File: src/shared/mcju_pkg.sv
// Purpose: Constants, opcode patterns and types of the conditional jump unit
// Assumes: 16-bit instruction words, 10-bit code RAM addresses
// Notes:   Register offsets are word addresses on the plain register port
`default_nettype none

package mcju_pkg;

  // ----------------------------------------------------------------
  // Widths
  // ----------------------------------------------------------------
  localparam int PC_W     = 10;
  localparam int INS_W    = 16;
  localparam int OFS_W    = 5;
  localparam int SR_W     = 16;
  localparam int ST_N     = 8;
  localparam int RA_W     = 9;
  localparam int RD_W     = 16;
  localparam int ST_SEL_W = 5;
  localparam int SR_SEL_W = 4;

  // ----------------------------------------------------------------
  // Field positions
  // ----------------------------------------------------------------
  localparam int OPC_MSB     = 15;
  localparam int SEL_LSB     = 5;
  localparam int POL_BIT     = 9;
  localparam int JR_BIT      = 4;
  localparam int FC_SEL_BIT  = 4;
  localparam int FC_JR_BIT   = 3;
  localparam int RC_SEL_BIT  = 5;
  localparam int GRP_HI_BIT  = 4;
  localparam int LAST_TK_BIT = 15;

  // ----------------------------------------------------------------
  // Opcode patterns
  // ----------------------------------------------------------------
  localparam logic [10:0] FC_HI = 11'h1CC;
  localparam logic [2:0]  FC_LO = 3'h5;
  localparam logic [9:0]  RC_HI = 10'h0BD;
  localparam logic [5:0]  FS_HI = 6'h0E;
  localparam logic [3:0]  FS_LO = 4'h4;
  localparam logic [5:0]  RS_HI = 6'h05;
  localparam logic [5:0]  FR_HI = 6'h0F;
  localparam logic [3:0]  FR_LO = 4'h5;
  localparam logic [5:0]  RR_HI = 6'h0C;

  // ----------------------------------------------------------------
  // Register offsets and reset values
  // ----------------------------------------------------------------
  localparam logic [RA_W-1:0] REG_C0_A = 9'h105;
  localparam logic [RA_W-1:0] REG_C1_A = 9'h106;
  localparam logic [RA_W-1:0] REG_C0_B = 9'h125;
  localparam logic [RA_W-1:0] REG_C1_B = 9'h126;
  localparam logic [RA_W-1:0] REG_C0_C = 9'h145;
  localparam logic [RA_W-1:0] REG_C1_C = 9'h146;
  localparam logic [RA_W-1:0] REG_LAST = 9'h160;
  localparam logic [SR_W-1:0] SR_RST   = 16'h0000;

  // ----------------------------------------------------------------
  // Start selector codes
  // ----------------------------------------------------------------
  localparam logic [ST_SEL_W-1:0] START_NONE = 5'h00;
  localparam logic [ST_SEL_W-1:0] START_MAX  = 5'h1B;

  typedef enum logic [2:0] {
    K_NONE, K_FAR_CORE, K_REL_CORE, K_FAR_START,
    K_REL_START, K_FAR_STAT, K_REL_STAT
  } mcju_kind_e;

  // Mask of starts named by a selector, bit 0 is start 1
  function automatic logic [ST_N-1:0] start_mask(input logic [ST_SEL_W-1:0] sel);
    logic [ST_N-1:0] m;
    m = 8'h00;
    if (!sel[GRP_HI_BIT]) begin
      m = {4'h0, sel[SR_SEL_W-1:0]};
    end else begin
      unique case (sel[SR_SEL_W-1:0])
        4'h0:    m = 8'h10;
        4'h1:    m = 8'h40;
        4'h2:    m = 8'h50;
        4'h3:    m = 8'h60;
        4'h4:    m = 8'h80;
        4'h5:    m = 8'h90;
        4'h6:    m = 8'hA0;
        4'h7:    m = 8'hB0;
        4'h8:    m = 8'hC0;
        4'h9:    m = 8'hD0;
        4'hA:    m = 8'hE0;
        4'hB:    m = 8'hF0;
        default: m = 8'h00;
      endcase
    end
    return m;
  endfunction : start_mask

endpackage : mcju_pkg

`default_nettype wire

File: src/shared/mcju_dec_if.sv
// Purpose: Carries an instruction word to the decoder and its fields back
// Assumes: Purely combinational between the two ends
// Notes:   None
`default_nettype none

interface mcju_dec_if;
  logic [mcju_pkg::INS_W-1:0]    word;
  mcju_pkg::mcju_kind_e          kind;
  logic [mcju_pkg::ST_SEL_W-1:0] sel;
  logic                          jr;
  logic                          pol;
  logic [mcju_pkg::OFS_W-1:0]    ofs;

  modport dec (input word, output kind, sel, jr, pol, ofs);
  modport use_side (output word, input kind, sel, jr, pol, ofs);
endinterface : mcju_dec_if

`default_nettype wire

File: src/mcju_decode.sv
// Purpose: Classifies a word as one of six conditional jumps and splits fields
// Assumes: Word is stable within the cycle
// Notes:   Selector is right aligned; unused high bits read zero
`default_nettype none

module mcju_decode (
  mcju_dec_if.dec d
);

  // ----------------------------------------------------------------
  // Pattern match and field split
  // ----------------------------------------------------------------
  always_comb begin
    d.kind = mcju_pkg::K_NONE;
    d.sel  = '0;
    d.jr   = 1'b0;
    d.pol  = d.word[mcju_pkg::POL_BIT];
    d.ofs  = d.word[mcju_pkg::OFS_W-1:0];
    if (d.word[mcju_pkg::OPC_MSB -: $bits(mcju_pkg::FC_HI)] == mcju_pkg::FC_HI &&
        d.word[$bits(mcju_pkg::FC_LO)-1:0] == mcju_pkg::FC_LO) begin
      d.kind   = mcju_pkg::K_FAR_CORE;
      d.sel[0] = d.word[mcju_pkg::FC_SEL_BIT];
      d.jr     = d.word[mcju_pkg::FC_JR_BIT];
    end else if (d.word[mcju_pkg::OPC_MSB -: $bits(mcju_pkg::RC_HI)] == mcju_pkg::RC_HI) begin
      d.kind   = mcju_pkg::K_REL_CORE;
      d.sel[0] = d.word[mcju_pkg::RC_SEL_BIT];
    end else if (d.word[mcju_pkg::OPC_MSB -: $bits(mcju_pkg::FS_HI)] == mcju_pkg::FS_HI &&
                 d.word[$bits(mcju_pkg::FS_LO)-1:0] == mcju_pkg::FS_LO) begin
      d.kind = mcju_pkg::K_FAR_START;
      d.sel  = d.word[mcju_pkg::SEL_LSB +: mcju_pkg::ST_SEL_W];
      d.jr   = d.word[mcju_pkg::JR_BIT];
    end else if (d.word[mcju_pkg::OPC_MSB -: $bits(mcju_pkg::RS_HI)] == mcju_pkg::RS_HI) begin
      d.kind = mcju_pkg::K_REL_START;
      d.sel  = d.word[mcju_pkg::SEL_LSB +: mcju_pkg::ST_SEL_W];
    end else if (d.word[mcju_pkg::OPC_MSB -: $bits(mcju_pkg::FR_HI)] == mcju_pkg::FR_HI &&
                 d.word[$bits(mcju_pkg::FR_LO)-1:0] == mcju_pkg::FR_LO) begin
      d.kind = mcju_pkg::K_FAR_STAT;
      d.sel  = {1'b0, d.word[mcju_pkg::SEL_LSB +: mcju_pkg::SR_SEL_W]};
      d.jr   = d.word[mcju_pkg::JR_BIT];
    end else if (d.word[mcju_pkg::OPC_MSB -: $bits(mcju_pkg::RR_HI)] == mcju_pkg::RR_HI) begin
      d.kind = mcju_pkg::K_REL_STAT;
      d.sel  = {1'b0, d.word[mcju_pkg::SEL_LSB +: mcju_pkg::SR_SEL_W]};
    end
  end

endmodule : mcju_decode

`default_nettype wire

File: src/mcju_top.sv
// Purpose: Resolves conditional jumps on core id, latched starts, status bits
// Assumes: Sequencer presents one instruction per strobe with its own address
// Notes:   Result appears one cycle after the strobe
//
// The plain strobed port was left to the implementer.
`default_nettype none

module mcju_top #(
  parameter int PC_W = mcju_pkg::PC_W
) (
  input  wire logic                         clk_sys,
  input  wire logic                         reset_n,
  input  wire logic [mcju_pkg::RA_W-1:0]    reg_addr,
  input  wire logic [mcju_pkg::RD_W-1:0]    reg_wdata,
  input  wire logic                         reg_wr,
  input  wire logic                         reg_rd,
  output logic      [mcju_pkg::RD_W-1:0]    reg_rdata_r,
  input  wire logic                         instr_valid,
  input  wire logic [mcju_pkg::INS_W-1:0]   instr_word,
  input  wire logic [PC_W-1:0]              instr_pc,
  input  wire logic                         core_id,
  input  wire logic [mcju_pkg::ST_N-1:0]    start_latched,
  input  wire logic [PC_W-1:0]              jump_reg1,
  input  wire logic [PC_W-1:0]              jump_reg2,
  output logic                              res_valid_r,
  output logic                              res_taken_r,
  output logic      [PC_W-1:0]              res_target_r,
  output logic                              res_sel_err_r
);

  // ----------------------------------------------------------------
  // Elaboration checks
  // ----------------------------------------------------------------
  if (PC_W <= mcju_pkg::OFS_W || PC_W > mcju_pkg::LAST_TK_BIT) begin : g_chk
    $error("PC_W must exceed the offset width and fit the last-result word");
  end

  // ----------------------------------------------------------------
  // Helpers
  // ----------------------------------------------------------------
  function automatic logic [PC_W-1:0] sext(input logic [mcju_pkg::OFS_W-1:0] o);
    return {{(PC_W-mcju_pkg::OFS_W){o[mcju_pkg::OFS_W-1]}}, o};
  endfunction : sext

  function automatic logic [PC_W-1:0] rel_dest(input logic [PC_W-1:0] pc,
                                               input logic [mcju_pkg::OFS_W-1:0] o);
    return PC_W'(pc + sext(o));
  endfunction : rel_dest

  function automatic logic [PC_W-1:0] pc_inc(input logic [PC_W-1:0] pc);
    return PC_W'(pc + PC_W'(1));
  endfunction : pc_inc

  // ----------------------------------------------------------------
  // Decoder
  // ----------------------------------------------------------------
  mcju_dec_if dif ();

  assign dif.word = instr_word;

  mcju_decode u_dec (
    .d (dif.dec)
  );

  // ----------------------------------------------------------------
  // Status words
  // ----------------------------------------------------------------
  logic [mcju_pkg::SR_W-1:0] sr0_r;
  logic [mcju_pkg::SR_W-1:0] sr1_r;
  logic [mcju_pkg::SR_W-1:0] sr0_nxt;
  logic [mcju_pkg::SR_W-1:0] sr1_nxt;
  logic                      hit_c0;
  logic                      hit_c1;
  logic                      hit_last;

  always_comb begin
    hit_c0  = reg_addr == mcju_pkg::REG_C0_A || reg_addr == mcju_pkg::REG_C0_B ||
              reg_addr == mcju_pkg::REG_C0_C;
    hit_c1  = reg_addr == mcju_pkg::REG_C1_A || reg_addr == mcju_pkg::REG_C1_B ||
              reg_addr == mcju_pkg::REG_C1_C;
    hit_last = reg_addr == mcju_pkg::REG_LAST;
    sr0_nxt = sr0_r;
    sr1_nxt = sr1_r;
    if (reg_wr && hit_c0) begin
      sr0_nxt = reg_wdata;
    end
    if (reg_wr && hit_c1) begin
      sr1_nxt = reg_wdata;
    end
  end

  always_ff @(posedge clk_sys or negedge reset_n) begin
    if (!reset_n) begin
      sr0_r <= mcju_pkg::SR_RST;
      sr1_r <= mcju_pkg::SR_RST;
    end else begin
      sr0_r <= sr0_nxt;
      sr1_r <= sr1_nxt;
    end
  end

  // ----------------------------------------------------------------
  // Condition and target
  // ----------------------------------------------------------------
  logic                      jmp_hit;
  logic                      jmp_far;
  logic                      cond;
  logic                      sel_err;
  logic [mcju_pkg::ST_N-1:0] smask;
  logic [mcju_pkg::SR_W-1:0] own_sr;
  logic [PC_W-1:0]           far_dest;
  logic [PC_W-1:0]           dest;
  logic [PC_W-1:0]           next_pc;

  always_comb begin
    jmp_hit  = instr_valid && dif.kind != mcju_pkg::K_NONE;
    jmp_far  = dif.kind inside {mcju_pkg::K_FAR_CORE, mcju_pkg::K_FAR_START,
                                mcju_pkg::K_FAR_STAT};
    smask    = mcju_pkg::start_mask(dif.sel);
    own_sr   = core_id ? sr1_r : sr0_r;
    far_dest = dif.jr ? jump_reg2 : jump_reg1;
    sel_err  = 1'b0;
    cond     = 1'b0;
    unique case (dif.kind)
      mcju_pkg::K_FAR_CORE, mcju_pkg::K_REL_CORE: begin
        cond = dif.sel[0] == core_id;
      end
      mcju_pkg::K_FAR_START, mcju_pkg::K_REL_START: begin
        if (dif.sel > mcju_pkg::START_MAX) begin
          sel_err = 1'b1;
        end else if (dif.sel == mcju_pkg::START_NONE) begin
          cond = start_latched == '0;
        end else begin
          cond = (start_latched & smask) == smask;
        end
      end
      mcju_pkg::K_FAR_STAT, mcju_pkg::K_REL_STAT: begin
        cond = own_sr[dif.sel[mcju_pkg::SR_SEL_W-1:0]] == dif.pol;
      end
      mcju_pkg::K_NONE: begin
        cond = 1'b0;
      end
    endcase
    dest    = jmp_far ? far_dest : rel_dest(instr_pc, dif.ofs);
    next_pc = cond ? dest : pc_inc(instr_pc);
  end

  // ----------------------------------------------------------------
  // Result registers
  // ----------------------------------------------------------------
  logic                      res_valid_nxt;
  logic                      res_taken_nxt;
  logic [PC_W-1:0]           res_target_nxt;
  logic                      res_sel_err_nxt;
  logic [mcju_pkg::RD_W-1:0] last_r;
  logic [mcju_pkg::RD_W-1:0] last_nxt;

  always_comb begin
    res_valid_nxt   = jmp_hit;
    res_taken_nxt   = jmp_hit && cond;
    res_target_nxt  = jmp_hit ? next_pc : res_target_r;
    res_sel_err_nxt = jmp_hit && sel_err;
    last_nxt        = last_r;
    if (jmp_hit) begin
      last_nxt                        = '0;
      last_nxt[PC_W-1:0]              = next_pc;
      last_nxt[mcju_pkg::LAST_TK_BIT] = cond;
    end
  end

  always_ff @(posedge clk_sys or negedge reset_n) begin
    if (!reset_n) begin
      res_valid_r   <= 1'b0;
      res_taken_r   <= 1'b0;
      res_target_r  <= '0;
      res_sel_err_r <= 1'b0;
      last_r        <= '0;
    end else begin
      res_valid_r   <= res_valid_nxt;
      res_taken_r   <= res_taken_nxt;
      res_target_r  <= res_target_nxt;
      res_sel_err_r <= res_sel_err_nxt;
      last_r        <= last_nxt;
    end
  end

  // ----------------------------------------------------------------
  // Register read port
  // ----------------------------------------------------------------
  logic [mcju_pkg::RD_W-1:0] reg_rdata_nxt;

  always_comb begin
    reg_rdata_nxt = '0;
    if (reg_rd) begin
      if (hit_c0) begin
        reg_rdata_nxt = sr0_r;
      end else if (hit_c1) begin
        reg_rdata_nxt = sr1_r;
      end else if (hit_last) begin
        reg_rdata_nxt = last_r;
      end
    end
  end

  always_ff @(posedge clk_sys or negedge reset_n) begin
    if (!reset_n) begin
      reg_rdata_r <= '0;
    end else begin
      reg_rdata_r <= reg_rdata_nxt;
    end
  end
endmodule : mcju_top

`default_nettype wire

File: config.mk
export PLATFORM = sky130hd
export DESIGN_NAME = mcju_top
export DESIGN_NICKNAME = d
export VERILOG_FILES = /design/src/shared/mcju_pkg.sv /design/src/shared/mcju_dec_if.sv /design/src/mcju_decode.sv /design/src/mcju_top.sv
export SDC_FILE = /design/constraint.sdc
export NUM_CORES = 1
export LEC_CHECK = 0
export ABC_CLOCK_PERIOD_IN_PS = 2970
export BUFFER_PORTS_ARGS = -buffer_cell sky130_fd_sc_hd__buf_4
export CORE_UTILIZATION = 35
export CTS_CLUSTER_SIZE = 40
export DETAILED_ROUTE_END_ITERATION = 7
export HOLD_SLACK_MARGIN = 0.1
export SYNTH_ARGS = -nofsm -noshare
export SYNTH_HDL_FRONTEND = slang
export SYNTH_SLANG_ARGS = --single-unit
export TNS_END_PERCENT = 5
File: constraint.sdc
create_clock -name clk_sys -period 2.97 [get_ports clk_sys]
set_input_delay 0 -clock clk_sys [delete_from_list [all_inputs] [get_ports clk_sys]]
set_output_delay 0 -clock clk_sys [all_outputs]
set_load 0.005 [all_outputs]
== Word-level counts from Yosys, hierarchy flattened ==
Memory sizes are Yosys's and may differ from the RTL's.
Index checks and enable logic that the tools add are counted.

* Bits in registers: 72
* Bits in read-only memories: 64
* Bits of input ports: 85
* Output and inout bits: 29
* Word-level logic and storage cells: 94
* Memories: 1

* Add/subtract/negate cells: 2
* Magnitude comparators: 2
* Equality and inequality tests: 25
* Mux-type cells: 35
* Bitwise gates (word level): 1
* Reduce and logical (&&, ||, !) cells: 20

{| class="wikitable"
|+ Memory list
! memory !! depth !! width !! read ports !! clocked after Yosys merged registers in !! write ports !! RTL line !! text
|-
| (name not given) || 16 || 4 || 1 || 0 || 0 || mcju_pkg.sv:77 || <nowiki>unique case (sel[SR_SEL_W-1:0])</nowiki>
|}

{| class="wikitable"
|+ Operator list
! cell !! count
|-
| 16-bit 2-to-1 mux || 5
|-
| 9-bit equality test (second input constant) || 7
|-
| 10-bit 2-to-1 mux || 3
|-
| 6-bit by 4-bit equality test with 1-bit output (second input constant) || 3
|-
| 3-bit 2-to-1 mux || 6
|-
| 4-bit 2-to-1 mux || 4
|-
| 3-bit equality test (second input constant) || 4
|-
| 1-bit 2-to-1 mux || 12
|-
| 11-bit by 9-bit equality test with 1-bit output (second input constant) || 1
|-
| 10-bit by 1-bit adder with 10-bit output (second input constant) || 1
|-
| 10-bit adder || 1
|-
| 10-bit by 8-bit equality test with 1-bit output (second input constant) || 1
|-
| 5-bit 2-to-1 mux || 2
|-
| 8-bit AND || 1
|-
| 4-bit by 3-bit equality test with 1-bit output (second input constant) || 2
|-
| 8-bit equality test || 1
|-
| 1-bit logical AND || 8
|-
| 8-bit zero test || 1
|-
| 8-bit 2-to-1 mux || 1
|-
| 3-bit by 2-bit equality test with 1-bit output (second input constant) || 2
|-
| 6-bit by 3-bit equality test with 1-bit output (second input constant) || 1
|-
| 3-bit nonzero test || 2
|-
| 2-bit OR reduction || 3
|-
| 5-bit > comparator (second input constant) || 1
|-
| other kinds (8) || 12
|}

== Depth between registers and ports, before layout ==
An unclocked memory read counts as a cell.

* Word-level depth: 15
* Depth in mapped cells: 16
* Depth with buffers taken out: 14

== Hierarchy ==
Synthesis repeated with hierarchy kept, for this count alone.

* Cells, all modules: 412
* Area total of the unflattened synthesis: 4259.1 µm²

{| class="wikitable"
|+ By module, submodules not included
! module !! instances !! cells an instance !! area each (µm²) !! sequential area each (µm²)
|-
| mcju_top || 1 || 371 || 3935.0 || 1551.5
|-
| mcju_decode || 1 || 41 || 324.1 || 0.0
|}

== Worst setup path after synthesis ==
OpenSTA, ideal clock, no wires.

* Kind: input to register
* From: input port instr_word[15] in the netlist's numbering
* To: register last_r[9] in the netlist's numbering
* Setup time: 0.126 ns
* Arrival: 2.847 ns
* Required time: 2.844 ns
* Path slack: -0.003 ns
* Stages: 14
* Buffers on the path: 1
* Cell sequence: nor4b_1 nand2b_1 clkbuf_1 a21oi_1 clkinv_1 ha_1 o21ai_0 a22oi_1 nor4_1 nor4b_1 o21ai_0 o211a_2 nor3_4 a221o_1

* Cells in the longest elaborated chain, start to end: 15
* Elaborated cells between the ends (all ways): 57
* Classes of those cells: 1 x order compare; 15 x eq/ne; 28 x mux; 1 x bitwise; 11 x reduce/logical; 1 x memory

{| class="wikitable"
|+ RTL lines
! what !! RTL line !! text
|-
| start, declared || mcju_top.sv:19 || <nowiki>input wire logic [mcju_pkg::INS_W-1:0] instr_word,</nowiki>
|-
| 6-bit by 4-bit equality test with 1-bit output, on equally long branches || mcju_decode.sv:40, mcju_decode.sv:35 ||
|-
| 4-bit 2-to-1 mux or 1-bit logical AND (tied branches) || mcju_decode.sv:40, mcju_decode.sv:35 ||
|-
| 4-bit 2-to-1 mux || mcju_decode.sv:35 || <nowiki>end else if (d.word[mcju_pkg::OPC_MSB -: $bits(mcju_pkg::FR_HI)] == mcju_pkg::FR_HI &&</nowiki>
|-
| 5-bit 2-to-1 mux || mcju_decode.sv:32 || <nowiki>end else if (d.word[mcju_pkg::OPC_MSB -: $bits(mcju_pkg::RS_HI)] == mcju_pkg::RS_HI) begin</nowiki>
|-
| 5-bit 2-to-1 mux || mcju_decode.sv:27 || <nowiki>end else if (d.word[mcju_pkg::OPC_MSB -: $bits(mcju_pkg::FS_HI)] == mcju_pkg::FS_HI &&</nowiki>
|-
| 1-bit 2-to-1 mux or 4-bit 2-to-1 mux (tied branches) || mcju_decode.sv:24 || <nowiki>end else if (d.word[mcju_pkg::OPC_MSB -: $bits(mcju_pkg::RC_HI)] == mcju_pkg::RC_HI) begin</nowiki>
|-
| 1-bit 2-to-1 mux or 4-bit 2-to-1 mux (tied branches) || mcju_decode.sv:19 || <nowiki>if (d.word[mcju_pkg::OPC_MSB -: $bits(mcju_pkg::FC_HI)] == mcju_pkg::FC_HI &&</nowiki>
|-
| memory 16 x 4 bit || - ||
|-
| 8-bit 2-to-1 mux || mcju_pkg.sv:74 || <nowiki>if (!sel[GRP_HI_BIT]) begin</nowiki>
|-
| 8-bit AND || mcju_top.sv:134 || <nowiki>cond = (start_latched & smask) == smask;</nowiki>
|-
| 8-bit equality test || mcju_top.sv:134 ||
|-
| 1-bit 2-to-1 mux || mcju_top.sv:131 || <nowiki>end else if (dif.sel == mcju_pkg::START_NONE) begin</nowiki>
|-
| 1-bit 2-to-1 mux || mcju_top.sv:129 || <nowiki>if (dif.sel > mcju_pkg::START_MAX) begin</nowiki>
|-
| 1-bit case mux with 4 select lines || mcju_top.sv:124 || <nowiki>unique case (dif.kind)</nowiki>
|-
| 10-bit 2-to-1 mux || mcju_top.sv:145 || <nowiki>next_pc = cond ? dest : pc_inc(instr_pc);</nowiki>
|-
| end signal, assigned || mcju_top.sv:183 || <nowiki>last_r <= last_nxt;</nowiki>
|-
| end, declared || mcju_top.sv:155 || <nowiki>logic [mcju_pkg::RD_W-1:0] last_r;</nowiki>
|}

Several ways; a longest one is shown, not always the timed one. The select of a mux whose other input is x is not followed.
A chain may end at the register's enable or synchronous reset.

== Worst setup path in the final report ==
* From: input port instr_pc[0]
* To: register res_target_r[8]

* Cells in the longest elaborated chain, start to end: 3
* Elaborated cells between the ends (all ways): 4
* Classes of those cells: 2 x add/sub; 2 x mux

{| class="wikitable"
|+ RTL lines
! what !! RTL line !! text
|-
| start, declared || mcju_top.sv:20 || <nowiki>input wire logic [PC_W-1:0] instr_pc,</nowiki>
|-
| 10-bit adder || mcju_top.sv:47 || <nowiki>return PC_W'(pc + sext(o));</nowiki>
|-
| 10-bit 2-to-1 mux || mcju_top.sv:144 || <nowiki>dest = jmp_far ? far_dest : rel_dest(instr_pc, dif.ofs);</nowiki>
|-
| 10-bit 2-to-1 mux * || mcju_top.sv:145 ||
|-
| end signal, assigned || mcju_top.sv:181 || <nowiki>res_target_r <= res_target_nxt;</nowiki>
|-
| end, declared || mcju_top.sv:27 || <nowiki>output logic [PC_W-1:0] res_target_r,</nowiki>
|}

Mark *: on every way between the ends. The rest lies on a longest branch, timed or not.

==> flow_summary.json <==
{
  "postRouteWirelength_um": 12380,
  "yosysUniqueCellTypes": 66,
  "regToRegEndpoint": "res_target_r[1]$_DFFE_PN0P_",
  "slew_headroom": 0.4569,
  "finalWorstPathRequiredPeriod_ps": 2794,
  "ctsLongestPathBuffers": 2,
  "regToRegSetupSlack_ps": 740,
  "viasPerCell": 5.346,
  "ant_nets": 0,
  "drv_cap": 0,
  "overflow": 0,
  "hold_viol": 0,
  "crit_required_ps": 3240,
  "dp.final_hpwl_um": 9594,
  "timing.rr.start": "sr1_r[14]$_DFFE_PN0P_",
  "cts_sinks": 62,
  "power_density_mw_per_mm2": 409.3,
  "place_congestion": 0.8626,
  "ios": 114,
  "holdPathStages": 4,
  "path_cells": "dlygate4sd3_1 > buf_4 > ha_1 > inv_1 > fa_1 > nor2b_1 > o21ai_0 > a21boi_0 > o21ai_0 > a21boi_0 > o21ai_0 > nor4b_1 > a211oi_1 > a32oi_1 > a21bo_2",
  "worst_ir_drop_vdd_mv": 0.3582,
  "syn-cell-area_mm2": 0.004289,
  "async_reset_ff_frac": 1.000,
  "cts_tree": "built",
  "outcome": "finished with violations",
  "worstPathMaxFanout": 7,
  "grt_start_max_net_pins": 63,
  "nets": 711,
  "die_x_um": 112.7,
  "violations": "DRC",
  "path_clk_slew_ps": 50,
  "core_area_mm2": 0.01196,
  "drcViolationCount": 1,
  "synth_area_per_cell_um2": 9.906,
  "cts_htree_levels": 3,
  "fin_area_mm2": 0.006181,
  "cts-root-buf": "clkbuf_16",
  "die_area_mm2": 0.01270,
  "finalClockSkew_ps": 7.651,
  "cp_slowest_cell": "dlygate4sd3_1",
  "first_pass_iters": 7,
  "min_from": "instr_pc[2]",
  "synth_edf_count": 0,
  "initial_utilization": 0.3586,
  "rows": 40,
  "grt_setup_unrepaired": "no",
  "post_cts_buffers": 0,
  "grt_pass1_wl_um": 20090,
  "endpoint_kind": "flip-flop",
  "syn_to_final_growth_pct": 44.11,
  "final_common_cell": "buf_4",
  "fmax_ghz": 0.3579,
  "grt_usage": 0.2001,
  "p_leak_nw": 2.851,
  "hold_end": "res_target_r[2]$_DFFE_PN0P_",
  "max_stage_delay_ps": 520,
  "drt_iter0_markers": 191,
  "setup_viol": 0,
  "fin_ws_ps": 175.7,
  "post_drt_wl_per_cell_um": 16.21,
  "placed_area_mm2": 0.005602,
  "crit_type": "in2reg",
  "n_antenna_cell": 0,
  "netlist_instances": 433,
  "hold_slack_ps": 126.8,
  "cts_made_buffers": 9,
  "cp_common_cell": "o21ai_0",
  "clk_latency_ps": 330,
  "finalMaxSlewViolations": 0,
  "die_y_um": 112.7,
  "syn_nets": 532,
  "fin_crit_sh": 0.9409,
  "antenna_found_initial": 0,
  "final_cell_mix": "buf_4, dfrtp_1, nand2_1",
  "finalSetupTns_ps": 0,
  "via_count": 4084,
  "portBuffers": 113,
  "arrival_ps": 3060,
  "pre_cts_slack_ps": -245.3,
  "r2r_cells": 8,
  "yosysWarnings": 0,
  "path_delay_family": "compound AO/OA/AOI/OAI gates",
  "synth_ff_type": "dfrtp_1",
  "drive_above_1_share": 0.3890,
  "start_kind": "input port",
  "worst_pin_slew_ps": 812.7,
  "hold_path_class": "in2reg",
  "synth-seq-cells": 62,
  "grt_pass1_vias": 4187,
  "crit_buf_inv": 3,
  "synth_seq_area_share": 0.3617
}
## worst reg2reg max path, stage by stage, from the launching register on
cell and delay, ps:
dfrtp_1 420, mux2i_1 170, mux2i_1 90, mux4_2 480, a221o_1 340, o211a_2 170
buf_4 160, o21ai_0 190, o22a_1 150
## flip-flops by register name, summed over array words and instances, names as in the netlist
| signal | flops |
|---|---|
| reg_rdata_r | 16 |
| sr0_r | 16 |
| sr1_r | 16 |
| res_target_r | 9 |
| last_r | 2 |
| res_sel_err_r | 1 |
| res_taken_r | 1 |
| res_valid_r | 1 |
## synth_stat cells (3+ instances only)
library cell | instances | share of area
a21oi_1 | 14 | 0.016
ha_1 | 13 | 0.038
o21ai_0 | 25 | 0.029
inv_1 | 13 | 0.011
nor2_1 | 14 | 0.012
nor4_1 | 5 | 0.0073
mux2_2 | 37 | 0.097
o211ai_1 | 3 | 0.0053
o31ai_1 | 3 | 0.0053
xor2_1 | 3 | 0.0061
or3_1 | 3 | 0.0044
nor3_1 | 6 | 0.0070
dfrtp_1 | 62 | 0.36
a21boi_0 | 4 | 0.0070
nand2_1 | 40 | 0.035
nand3b_1 | 3 | 0.0053
xnor2_1 | 13 | 0.027
and2_1 | 5 | 0.0073
clkbuf_1 | 12 | 0.011
o22a_1 | 3 | 0.0061
a211oi_1 | 3 | 0.0053
a222oi_1 | 11 | 0.026
nor4b_1 | 4 | 0.0082
nand3_1 | 11 | 0.013
nor2b_1 | 20 | 0.029
buf_4 | 10 | 0.018
a22oi_1 | 8 | 0.014
and3_1 | 5 | 0.0073
nand4_1 | 4 | 0.0058
mux2i_1 | 25 | 0.058
a21o_1 | 4 | 0.0070
## logic make-up after synthesis
group	count (synthesis)	share of synthesized area
adder cells (fa/ha/maj)	14	0.04259
flip-flops	62	0.3617
AND/OR/NAND/NOR	134	0.1727
buffers and inverters	41	0.04901
XOR/XNOR	16	0.03267
multiplexers	63	0.1607
AO/OA/AOI/OAI	103	0.1806
## per-stage QoR
stage | util | power (mW) | instances
floorplan | - | 1.237 | 433
CTS | 0.5158 | 2.551 | 764
finish | 0.5167 | 2.530 | 764
detailed placement | 0.4683 | 1.484 | 721
global placement | 0.4683 | 1.473 | 721
global route | 0.5167 | 2.648 | 764
## layout make-up
cell class	count	area (um^2)
clock buffers	9	225.2
well taps	147	183.9
multi-input cells	330	2555
fillers	1080	5781
inverters	16	63.81
flip-flops and latches	62	1551
clock inverters	7	72.57
repair buffers	193	1529
## worst max-delay path by stage
stage,startpoint,endpoint,depth (start not counted)
finish,instr_pc[0],res_target_r[8]$_DFFE_PN0P_,15
global route,instr_pc[0],res_target_r[8]$_DFFE_PN0P_,15
detailed placement,instr_word[15],last_r[9]$_DFFE_PN0P_,14
global placement,instr_word[15],last_r[9]$_DFFE_PN0P_,14
floorplan,instr_word[15],last_r[9]$_DFFE_PN0P_,14
CTS,instr_word[15],last_r[9]$_DFFE_PN0P_,13
## where the power goes
part	internal (mW)	leakage, nW	switching, mW	total, mW
Clock	0.649	0.142	0.380	1.03
Sequential	0.914	0.843	0.0883	1.00
Combinational	0.290	1.87	0.208	0.498
Total	1.85	2.85	0.677	2.53
## repair_timing
item | 4_1_cts | 5_1_grt
gates resized for setup | 0 | 2
hold buffers | 27 | 0
setup endpoints to repair | 0 | 10
hold endpoints to repair | 119 | 0
## layer usage
layer,up-vias,part of all wire,track usage
met5,-,0,0
met4,0,0.019,0.06933
met3,19,0.040,0.03321
met2,123,0.50,0.3543
met1,1960,0.44,0.2461
li1,1982,-,-
Power figures use the tool's default switching activity.
